[config.mk]
export PLATFORM = sky130hd
export DESIGN_NAME = fstc_top
export DESIGN_NICKNAME = d
export VERILOG_FILES = /design/src/logic/fstc_pkg.sv /design/src/logic/fstc_top.sv
export SDC_FILE = /design/constraint.sdc
export NUM_CORES = 1
export LEC_CHECK = 0
export BUFFER_PORTS_ARGS = -buffer_cell sky130_fd_sc_hd__clkbuf_2
export CAP_MARGIN = 20
export CORE_ASPECT_RATIO = 0.75
export CORE_UTILIZATION = 50
export CTS_BUF_LIST = sky130_fd_sc_hd__clkbuf_4
export DETAILED_ROUTE_END_ITERATION = 12
export PLACE_DENSITY = 0.67
export SKIP_CTS_REPAIR_TIMING = 1
export SYNTH_ARGS = -nofsm -noshare
export SYNTH_HDL_FRONTEND = slang
export SYNTH_SLANG_ARGS = --single-unit
[constraint.sdc]
create_clock -name clk_in -period 9.6 [get_ports clk_in]
set_input_delay 2.88 -clock clk_in [delete_from_list [all_inputs] [get_ports clk_in]]
set_output_delay 2.88 -clock clk_in [all_outputs]
set_load 0.05 [all_outputs]
[src/logic/fstc_pkg.sv]
// Purpose: Constants for the frame-sync timer and frame number counter
// Assumes: Byte-wide registers on a plain strobe port
// Notes:   Offsets are register addresses on the byte port
package fstc_pkg;
  localparam int unsigned ADDR_W = 8;
  localparam int unsigned DATA_W = 8;
  localparam logic [7:0] OFS_FSYNC_CTRL           = 8'h18;
  localparam logic [7:0] OFS_FSYNC_HIGH_PERIOD_HI = 8'h19;
  localparam logic [7:0] OFS_FSYNC_HIGH_PERIOD_LO = 8'h1A;
  localparam logic [7:0] OFS_FSYNC_LOW_PERIOD_HI  = 8'h1B;
  localparam logic [7:0] OFS_FSYNC_LOW_PERIOD_LO  = 8'h1C;
  localparam logic [7:0] OFS_FRAME_COUNT_LIMIT_HI = 8'h1D;
  localparam logic [7:0] OFS_FRAME_COUNT_LIMIT_LO = 8'h1E;
  localparam logic [7:0] OFS_FRAME_STATUS_HI      = 8'h30;
  localparam logic [7:0] OFS_FRAME_STATUS_LO      = 8'h31;
  localparam logic [7:0] OFS_FSYNC_STATUS         = 8'h32;
  localparam logic [7:0] RST_CTRL                 = 8'h00;
  localparam logic [7:0] RST_PERIOD_BYTE          = 8'h00;
  localparam logic [7:0] RST_LIMIT_HI             = 8'h00;
  localparam logic [7:0] RST_LIMIT_LO             = 8'h04;
  localparam int unsigned CTRL_GEN_ENABLE_BIT     = 0;
  localparam int unsigned CTRL_DUTY_MODE_BIT      = 1;
  localparam int unsigned CTRL_INIT_LEVEL_BIT     = 2;
  localparam logic [15:0] FRAME_FIRST             = 16'h0001;
  localparam logic [15:0] FRAME_NONE              = 16'h0000;
  typedef enum logic [1:0] {FSTC_IDLE, FSTC_HIGH, FSTC_LOW} fstc_state_e;
endpackage

[src/logic/fstc_top.sv]
// Purpose: Frame-sync generator periods and raw-mode frame number counter
// Assumes: One clock; synchronous inputs; byte register port, read data next cycle
// Notes:   All state but the two reset synchroniser flops held in one struct registered by a single process
// Summary of operation
// - The high-period count is 16 bits with its low byte in its own register.
// - The high period is programmed as cycles minus one, so zero gives one cycle high.
// - The low-period count is 16 bits split into an upper and a lower byte register.
// - The low period is programmed as cycles minus one, so zero gives one cycle low.
// - The maximum frame count is 16 bits in an upper and a following lower byte register.
// - In raw mode each generated frame start and frame end carries a 16-bit frame number.
// - A maximum frame count of zero disables numbering and the number reads zero.
// - Otherwise the number counts from 1 up to the maximum per frame, then wraps to 1.
// - After reset the limit low byte is 0x04 and the high byte zero.
// - The high-period upper byte sits in its own register just before the low byte.
// - Hi/Lo mode times each phase from its own count; equal-duty mode uses one 24-bit value.
// - The sync output starts at a programmable initial level before generation runs.
// - Periodic sync pulses are produced only while the generator enable bit is set.
`timescale 1ns/1ns
module fstc_top
  import fstc_pkg::*;
(
  input  wire logic              clk_in,
  input  wire logic              rst_b_in,
  input  wire logic              clk_en_in,
  input  wire logic [ADDR_W-1:0] reg_addr_in,
  input  wire logic [DATA_W-1:0] reg_wdata_in,
  input  wire logic              reg_wr_in,
  input  wire logic              reg_rd_in,
  input  wire logic              raw_mode_in,
  input  wire logic              frame_start_in,
  input  wire logic              frame_end_in,
  output logic [DATA_W-1:0]      reg_rdata_out,
  output logic                   frame_sync_signal_out,
  output logic [15:0]            fs_frame_number_out,
  output logic                   fs_packet_valid_out,
  output logic [15:0]            fe_frame_number_out,
  output logic                   fe_packet_valid_out
);

  typedef struct packed {
    logic [7:0]  ctrl;
    logic [7:0]  high_hi;
    logic [7:0]  high_lo;
    logic [7:0]  low_hi;
    logic [7:0]  low_lo;
    logic [7:0]  limit_hi;
    logic [7:0]  limit_lo;
    fstc_state_e state;
    logic [23:0] phase_cnt;
    logic        sync_level;
    logic [15:0] frame_num;
    logic [15:0] fs_num;
    logic        fs_valid;
    logic [15:0] fe_num;
    logic        fe_valid;
    logic [7:0]  rdata;
  } fstc_state_s;

  fstc_state_s cur_reg;
  fstc_state_s cur_next;
  logic [1:0]  rst_sync_reg;
  logic        rst_b;

  // Reset release through two flops
  always_ff @(posedge clk_in or negedge rst_b_in) begin
    if (!rst_b_in) begin
      rst_sync_reg <= 2'h0;
    end else begin
      rst_sync_reg <= {rst_sync_reg[0], 1'b1};
    end
  end
  assign rst_b = rst_sync_reg[1];

  function automatic logic [7:0] reg_read(input fstc_state_s s, input logic [7:0] a);
    logic [7:0] d;
    d = 8'h00;
    case (a)
      OFS_FSYNC_CTRL:           d = s.ctrl;
      OFS_FSYNC_HIGH_PERIOD_HI: d = s.high_hi;
      OFS_FSYNC_HIGH_PERIOD_LO: d = s.high_lo;
      OFS_FSYNC_LOW_PERIOD_HI:  d = s.low_hi;
      OFS_FSYNC_LOW_PERIOD_LO:  d = s.low_lo;
      OFS_FRAME_COUNT_LIMIT_HI: d = s.limit_hi;
      OFS_FRAME_COUNT_LIMIT_LO: d = s.limit_lo;
      OFS_FRAME_STATUS_HI:      d = s.frame_num[15:8];
      OFS_FRAME_STATUS_LO:      d = s.frame_num[7:0];
      OFS_FSYNC_STATUS:         d = {6'h00, s.state != FSTC_IDLE, s.sync_level};
      default:                  d = 8'h00;
    endcase
    return d;
  endfunction

  // Phase length minus one for the phase being entered
  function automatic logic [23:0] phase_load(input fstc_state_s s, input logic high);
    logic [23:0] v;
    v = 24'h000000;
    if (s.ctrl[CTRL_DUTY_MODE_BIT]) begin
      v = {s.high_lo, s.low_hi, s.low_lo};
    end else if (high) begin
      v = {8'h00, s.high_hi, s.high_lo};
    end else begin
      v = {8'h00, s.low_hi, s.low_lo};
    end
    return v;
  endfunction

  always_comb begin
    logic [15:0] limit;
    logic        gen_en;
    limit    = 16'h0000;
    gen_en   = 1'b0;
    cur_next = cur_reg;
    limit    = {cur_reg.limit_hi, cur_reg.limit_lo};
    gen_en   = cur_reg.ctrl[CTRL_GEN_ENABLE_BIT];
    cur_next.fs_valid = 1'b0;
    cur_next.fe_valid = 1'b0;
    cur_next.rdata    = 8'h00;

    if (reg_rd_in) begin
      cur_next.rdata = reg_read(cur_reg, reg_addr_in);
    end

    if (reg_wr_in) begin
      case (reg_addr_in)
        OFS_FSYNC_CTRL:           cur_next.ctrl     = {5'h00, reg_wdata_in[2:0]};
        OFS_FSYNC_HIGH_PERIOD_HI: cur_next.high_hi  = reg_wdata_in;
        OFS_FSYNC_HIGH_PERIOD_LO: cur_next.high_lo  = reg_wdata_in;
        OFS_FSYNC_LOW_PERIOD_HI:  cur_next.low_hi   = reg_wdata_in;
        OFS_FSYNC_LOW_PERIOD_LO:  cur_next.low_lo   = reg_wdata_in;
        OFS_FRAME_COUNT_LIMIT_HI: cur_next.limit_hi = reg_wdata_in;
        OFS_FRAME_COUNT_LIMIT_LO: cur_next.limit_lo = reg_wdata_in;
        default: ;
      endcase
    end

    // Sync generator
    case (cur_reg.state)
      FSTC_IDLE: begin
        cur_next.sync_level = cur_reg.ctrl[CTRL_INIT_LEVEL_BIT];
        if (gen_en) begin
          cur_next.state     = cur_reg.ctrl[CTRL_INIT_LEVEL_BIT] ? FSTC_HIGH : FSTC_LOW;
          cur_next.phase_cnt = phase_load(cur_reg, cur_reg.ctrl[CTRL_INIT_LEVEL_BIT]);
        end
      end
      FSTC_HIGH: begin
        if (!gen_en) begin
          cur_next.state = FSTC_IDLE;
        end else if (cur_reg.phase_cnt == 24'h000000) begin
          cur_next.state      = FSTC_LOW;
          cur_next.sync_level = 1'b0;
          cur_next.phase_cnt  = phase_load(cur_reg, 1'b0);
        end else begin
          cur_next.phase_cnt = cur_reg.phase_cnt - 24'h000001;
        end
      end
      FSTC_LOW: begin
        if (!gen_en) begin
          cur_next.state = FSTC_IDLE;
        end else if (cur_reg.phase_cnt == 24'h000000) begin
          cur_next.state      = FSTC_HIGH;
          cur_next.sync_level = 1'b1;
          cur_next.phase_cnt  = phase_load(cur_reg, 1'b1);
        end else begin
          cur_next.phase_cnt = cur_reg.phase_cnt - 24'h000001;
        end
      end
      default: begin
        cur_next.state = FSTC_IDLE;
      end
    endcase
    if (cur_next.state != FSTC_IDLE && cur_reg.state == FSTC_IDLE) begin
      cur_next.sync_level = cur_reg.ctrl[CTRL_INIT_LEVEL_BIT];
    end

    // Frame numbering in raw mode
    if (raw_mode_in && frame_start_in) begin
      if (limit == FRAME_NONE) begin
        cur_next.frame_num = FRAME_NONE;
      end else if (cur_reg.frame_num >= limit || cur_reg.frame_num == FRAME_NONE) begin
        cur_next.frame_num = FRAME_FIRST;
      end else begin
        cur_next.frame_num = cur_reg.frame_num + 16'h0001;
      end
      cur_next.fs_num   = cur_next.frame_num;
      cur_next.fs_valid = 1'b1;
    end
    if (raw_mode_in && frame_end_in) begin
      cur_next.fe_num   = (limit == FRAME_NONE) ? FRAME_NONE : cur_next.frame_num;
      cur_next.fe_valid = 1'b1;
    end
  end

  always_ff @(posedge clk_in or negedge rst_b) begin
    if (!rst_b) begin
      cur_reg            <= '0;
      cur_reg.ctrl       <= RST_CTRL;
      cur_reg.high_hi    <= RST_PERIOD_BYTE;
      cur_reg.high_lo    <= RST_PERIOD_BYTE;
      cur_reg.low_hi     <= RST_PERIOD_BYTE;
      cur_reg.low_lo     <= RST_PERIOD_BYTE;
      cur_reg.limit_hi   <= RST_LIMIT_HI;
      cur_reg.limit_lo   <= RST_LIMIT_LO;
      cur_reg.state      <= FSTC_IDLE;
      cur_reg.frame_num  <= FRAME_NONE;
    end else if (clk_en_in) begin
      cur_reg <= cur_next;
    end
  end

  assign reg_rdata_out         = cur_reg.rdata;
  assign frame_sync_signal_out = cur_reg.sync_level;
  assign fs_frame_number_out   = cur_reg.fs_num;
  assign fs_packet_valid_out   = cur_reg.fs_valid;
  assign fe_frame_number_out   = cur_reg.fe_num;
  assign fe_packet_valid_out   = cur_reg.fe_valid;

endmodule

Word-level counts from Yosys, hierarchy flattened --
Cells that the tools add are included.
Operators by class: mux-type cells 26, add/subtract/negate cells 2, order comparisons 1, eq/ne operators 19, reduce and logical (&&, ||, !) cells 23
Operator list (count):
- 24-bit 2-to-1 mux | 5
- 8-bit case mux with 10 select lines | 1
- 25-bit case mux with 3 select lines | 1
- 16-bit 2-to-1 mux | 4
- 8-bit by 5-bit equality test with 1-bit output (second input constant) | 7
- 25-bit 2-to-1 mux | 2
- 33-bit 2-to-1 mux | 1
- 16-bit zero test | 2
- 26-bit 2-to-1 mux | 1
- 8-bit by 6-bit equality test with 1-bit output (second input constant) | 3
- 24-bit zero test | 1
- 24-bit by 1-bit subtractor with 24-bit output (second input constant) | 1
- 3-bit AND reduction | 7
- 16-bit by 1-bit adder with 16-bit output (second input constant) | 1
- 16-bit >= comparator | 1
- 3-bit != test (second input constant) | 4
- 2-bit 2-to-1 mux | 5
- 8-bit 2-to-1 mux | 1
- 2-bit != test (second input constant) | 3
- 2-bit case mux with 3 select lines | 1
- 6-bit AND reduction | 1
- 5-bit AND reduction | 1
- 1-bit 2-to-1 mux | 4
- 2-bit AND reduction | 2
- 8 further kinds | 11
Storage, ports and cells: flip-flop bits (word level) 138, output and inout bits 43, word-level logic and storage cells 88, input bits 24

Logic depth before layout (Yosys ltp) --
depth after elaboration 8, gate-level depth with buffers 11, gate-level depth less buffers 8

Worst setup path before layout --
No wires, ideal clock.
path type input to register, start point input reg_addr_in[7], end point register cur_reg[102] in the netlist's numbering, arrival time 4.398 ns, data required time 9.475 ns, setup time 0.125 ns, slack 5.077 ns, stages 7, path buffers 2, path through nor3b_1 -> and3b_1 -> buf_2 -> nand3b_1 -> nor3_1 -> buf_2 -> mux2_2
Between the ends: cells in the longest elaborated chain, start to end 2
Ends and longest elaborated chain:
- start, declared | RTL line fstc_top.sv:25 | input wire logic [ADDR_W-1:0] reg_addr_in,
- 8-bit by 5-bit equality test with 1-bit output | RTL line fstc_top.sv:124 | case (reg_addr_in)
- 3-bit AND reduction (no source line)
- end signal, assigned | RTL line fstc_top.sv:206 | cur_reg <= cur_next;
- end, declared | RTL line fstc_top.sv:59 | fstc_state_s cur_reg;
No other way between the ends. A chain may end at the register's enable or synchronous reset.

Final worst setup path --
start point input clk_en_in, end point register cur_reg, in the netlist fe_frame_number_out[12]
Between the ends: cells in the longest elaborated chain, start to end 1
Ends and longest elaborated chain:
- start, declared | RTL line fstc_top.sv:24 | input wire logic clk_en_in,
- 2-bit AND reduction (no source line)
No other way between the ends.

==> metrics.txt <==
# TYPE chip_impl_metric gauge
chip_impl_metric{name="p_clk_share",unit="%"} 23.3
chip_impl_metric{name="clock_path_buffers",unit=""} 2
chip_impl_metric{name="ir_drop",unit="uV"} 103
chip_impl_info{name="clockRootBuffer",value="sky130_fd_sc_hd__clkbuf_4"} 1
chip_impl_info{name="crit_reg_reg_endpoint",value="cur_reg[49]$_DFFE_PN0P_"} 1
chip_impl_metric{name="clock_insertion_delay_worst_skew",unit="ns"} 0.56
chip_impl_metric{name="detail_route.iter0.violations",unit=""} 1057
chip_impl_metric{name="first_pass_grt_wire_length",unit="mm"} 40.8
chip_impl_metric{name="final_hold_viols",unit=""} 0
chip_impl_metric{name="detailed_place.area",unit="mm^2"} 0.00923
chip_impl_info{name="critical_path.cell_chain",value="clkbuf_2 > nand3_1 > nor2_1 > nand4_1 > a21oi_1 > a211o_1"} 1
chip_impl_metric{name="post-route-min-period",unit="ns"} 4.68
chip_impl_metric{name="n_antenna_cell",unit=""} 0
chip_impl_metric{name="synthesis.yosys.warnings",unit=""} 0
chip_impl_info{name="hold_start",value="rst_sync_reg[0]$_DFF_PN0_"} 1
chip_impl_metric{name="largest_reg_flops",unit=""} 93
chip_impl_metric{name="power.sequential.fraction",unit="%"} 43.7
chip_impl_info{name="cts_tree",value="built"} 1
chip_impl_metric{name="floorplan.core_area",unit="mm^2"} 0.0178
chip_impl_info{name="timing.hold.worst_endpoint",value="rst_sync_reg[1]$_DFF_PN0_"} 1
chip_impl_metric{name="route.detailed.drc",unit=""} 0
chip_impl_metric{name="drtAntennaViolNets",unit=""} 0
chip_impl_metric{name="dr_total_vias",unit=""} 8085
chip_impl_metric{name="track_usage",unit="%"} 28.6
chip_impl_metric{name="max-cap-violations",unit=""} 0
chip_impl_metric{name="power-per-cell-area",unit="mW/mm^2"} 169
chip_impl_metric{name="first_global_vias",unit=""} 7193
chip_impl_metric{name="start_util",unit="%"} 51.6
chip_impl_metric{name="number_of_ports_placed_on_the_die_boundary",unit=""} 67
chip_impl_metric{name="finalNetCount",unit=""} 1073
chip_impl_metric{name="mappedNetlistArea",unit="mm^2"} 0.00916
chip_impl_info{name="timing.rr.start",value="cur_reg[42]$_DFFE_PN0P_"} 1
chip_impl_metric{name="drive_above_1_share",unit="%"} 17.2
chip_impl_metric{name="synth_edf_count",unit=""} 0
chip_impl_metric{name="post_synth_inst_count",unit=""} 1043
chip_impl_info{name="rsz0062_at_grt",value="no"} 1
chip_impl_metric{name="drt_pre_antenna_iters",unit=""} 6
chip_impl_metric{name="synth_compound_area_share",unit="%"} 20.6
chip_impl_metric{name="cts_htree_levels",unit=""} 4
chip_impl_metric{name="synth_nets",unit=""} 1091
chip_impl_metric{name="place_inst",unit=""} 1245
chip_impl_metric{name="post_layout_nonfiller_instances",unit=""} 1280
chip_impl_metric{name="synth_top_area_share",unit="%"} 37.4
chip_impl_metric{name="grt_antenna_before_repair",unit=""} 0
chip_impl_metric{name="routed_wirelength",unit="mm"} 25.9
chip_impl_metric{name="total_switching_power",unit="mW"} 0.657
chip_impl_info{name="setup.worst_path.end_class",value="flop"} 1
chip_impl_metric{name="post_drt_wl_per_cell",unit="um"} 20.2
chip_impl_metric{name="synth_simple_gate_area_share",unit="%"} 18.2
chip_impl_metric{name="fin_area",unit="mm^2"} 0.00953
chip_impl_info{name="critical_path.startpoint",value="clk_en_in"} 1
chip_impl_metric{name="synth_mux_area_share",unit="%"} 9.54
chip_impl_metric{name="cts.sinks",unit=""} 138
chip_impl_metric{name="fin_crit_sh",unit="%"} 48.7
chip_impl_metric{name="delay_of_the_slowest_cell_on_the_worst_path",unit="ns"} 0.79
chip_impl_info{name="synth_top_area_cell",value="sky130_fd_sc_hd__dfrtp_1"} 1
chip_impl_metric{name="worst_ep_arrival_time",unit="ns"} 5.18
chip_impl_metric{name="pwr-share-comb",unit="%"} 33.0
chip_impl_metric{name="cell_internal_pwr",unit="mW"} 0.955
chip_impl_info{name="synth_top_cells_by_area",value="sky130_fd_sc_hd__dfrtp_1 37%, sky130_fd_sc_hd__mux2_2 5.9%, sky130_fd_sc_hd__nand2_1 4.9%"} 1
chip_impl_metric{name="timing.critical_path.required",unit="ns"} 10.10
chip_impl_metric{name="vias_per_cell",unit=""} 6.32
chip_impl_metric{name="rrSetupSlack",unit="ns"} 5.82
chip_impl_metric{name="min_path_cells",unit=""} 0
chip_impl_metric{name="area.growth.synth_to_final",unit="%"} 4.07
chip_impl_metric{name="hpwl",unit="mm"} 18.9
chip_impl_metric{name="cts_bufs_inserted",unit=""} 17
chip_impl_metric{name="globalRouteOverflowTotal",unit=""} 0
chip_impl_metric{name="synth_area_per_cell",unit="um^2"} 8.78
chip_impl_metric{name="worst_slew_pin_tran",unit="ns"} 0.916
chip_impl_info{name="layout_common_cells",value="136 x sky130_fd_sc_hd__dfrtp_1, 119 x sky130_fd_sc_hd__nand2_1, 88 x sky130_fd_sc_hd__o21ai_0"} 1
chip_impl_metric{name="rows",unit=""} 42
chip_impl_metric{name="max_clock_freq",unit="GHz"} 0.214
chip_impl_metric{name="timing.critical_path.fanout_max",unit=""} 22
chip_impl_metric{name="timing.max_slew.rel_slack",unit="%"} 39.0
chip_impl_metric{name="reg2regPathDepth",unit=""} 9
chip_impl_metric{name="skew",unit="ns"} 0.0210
chip_impl_info{name="synth_top_family_by_area",value="compound AO/OA/AOI/OAI gates"} 1
chip_impl_metric{name="switching_share",unit="%"} 40.8
chip_impl_metric{name="cts_clock_pin_slew_for_the_worst_setup_and_hold_paths",unit="ns"} 0.13
chip_impl_info{name="worst_setup_path_start_kind",value="input pin"} 1
chip_impl_metric{name="fp.dieArea",unit="mm^2"} 0.0189
chip_impl_info{name="worstHoldPathType",value="flop to flop"} 1
chip_impl_metric{name="yosys_register_bits",unit=""} 138
chip_impl_metric{name="yosysSeqAreaShare",unit="%"} 37.7
chip_impl_metric{name="synth_xor_xnor_area_share",unit="%"} 2.10
chip_impl_metric{name="setup_tns_after_final_layout",unit="ns"} 0
chip_impl_info{name="result_of_the_run",value="finished clean"} 1
chip_impl_metric{name="die_width",unit="um"} 158
chip_impl_metric{name="fp.dieH",unit="um"} 119
chip_impl_info{name="ys.flop_type",value="sky130_fd_sc_hd__dfrtp_1"} 1
chip_impl_info{name="worst-setup-path-type",value="input pin to flop"} 1
chip_impl_metric{name="maximum_number_of_pins_on_one_net_before_global_route_repair",unit=""} 72
chip_impl_metric{name="static-leakage-power",unit="nW"} 4.20
chip_impl_metric{name="synth_async_sr_flop_share",unit="%"} 100
chip_impl_metric{name="setup_viol_count_final",unit=""} 0
chip_impl_info{name="crit_slowest_cell",value="sky130_fd_sc_hd__nor2_1"} 1
chip_impl_metric{name="numPortBuffers",unit=""} 66
chip_impl_metric{name="finalCoreUtilization",unit="%"} 53.7
chip_impl_metric{name="finalWeightedCongestion",unit=""} 0.954
chip_impl_metric{name="synth_fa_ha_area_share",unit="%"} 3.28
chip_impl_info{name="layout.cells.most_common",value="sky130_fd_sc_hd__dfrtp_1"} 1
chip_impl_metric{name="synth.lib_cells_used.distinct",unit=""} 76
chip_impl_metric{name="timing.final.max_slew_violations",unit=""} 0
-- power groups by stage --
stage	registers, mW	clock network [mW]	logic, mW
2_1_floorplan	0.689	0	0.441
3_3_place_gp	0.715	0	0.515
3_5_place_dp	0.716	0	0.518
4_1_cts	0.705	0.384	0.520
5_1_grt	0.714	0.414	0.575
6_report	0.705	0.375	0.532
-- critical path, delay by kind of cell --
kind	cells	cell delay, ns
AOI/OAI and AO/OA	2	0.31
and+or+nand+nor	3	1.59
buffers and inverters	1	0.39
-- cell families after synthesis --
logic type / after synthesis
xor gates and xnor gates: 22
muxes: 80
and+or+nand+nor: 332
DFF: 138
AOI/OAI and AO/OA: 291
buffers and inverters: 155
adders and majority gates: 24
other: 1
-- per-layer routing --
| metal | vias up | GRT usage [%] | share of wire [%] |
|---|---|---|---|
| li1 | 3722 | - | - |
| met1 | 3921 | 48.8 | 50 |
| met2 | 418 | 34.3 | 38 |
| met3 | 24 | 6.95 | 11 |
| met4 | 0 | 6.19 | 0.98 |
| met5 | - | 0 | 0 |
-- cell usage after synthesis, types with 10 or more instances --
master,number
sky130_fd_sc_hd__nor2_1,50
sky130_fd_sc_hd__buf_2,28
sky130_fd_sc_hd__a21oi_1,59
sky130_fd_sc_hd__and3_1,10
sky130_fd_sc_hd__o31ai_1,22
sky130_fd_sc_hd__buf_4,43
sky130_fd_sc_hd__mux2_2,48
sky130_fd_sc_hd__nand2_1,119
sky130_fd_sc_hd__o22ai_1,24
sky130_fd_sc_hd__nand4_1,14
sky130_fd_sc_hd__dfrtp_1,137
sky130_fd_sc_hd__xor2_1,13
sky130_fd_sc_hd__a31oi_1,13
sky130_fd_sc_hd__mux2i_1,31
sky130_fd_sc_hd__clkbuf_1,35
sky130_fd_sc_hd__nor3_1,31
sky130_fd_sc_hd__nand3_1,33
sky130_fd_sc_hd__nor2b_1,10
sky130_fd_sc_hd__ha_1,24
sky130_fd_sc_hd__a22o_1,14
sky130_fd_sc_hd__nor4_1,14
sky130_fd_sc_hd__a22oi_1,15
sky130_fd_sc_hd__o21ai_0,88
sky130_fd_sc_hd__inv_1,43
-- area by class of cell --
cell class              count  area, um^2
well taps                 242         303
repair buffers             75         415
clock buffers              21         158
multi-input cells         750        4930
fillers                  1702        8230
flip-flops and latches    138        3460
inverters                  43         161
clock inverters            11         105
-- stage by stage --
stage / power [mW] / setup slack, ns / hold WS (ns)
floorplan: 1.13 / 5.08 / 0.331
global placement: 1.23 / 4.29 / 0.333
detailed placement: 1.23 / 4.14 / 0.337
CTS: 1.61 / 4.73 / 0.367
global route: 1.70 / 4.81 / 0.371
finish: 1.61 / 4.92 / 0.364
-- worst max-delay path by stage --
stage	slack, ns	endpoint	cells after the start
3_5_place_dp	4.14	cur_reg[103]$_DFFE_PN0P_	6
3_3_place_gp	4.29	cur_reg[103]$_DFFE_PN0P_	6
5_1_grt	4.81	fe_frame_number_out[12]$_DFFE_PN0P_	6
2_1_floorplan	5.08	cur_reg[102]$_DFFE_PN0P_	7
6_report	4.92	fe_frame_number_out[12]$_DFFE_PN0P_	6
4_1_cts	4.73	cur_reg[103]$_DFFE_PN0P_	6
(Power assumes the default switching activity.)
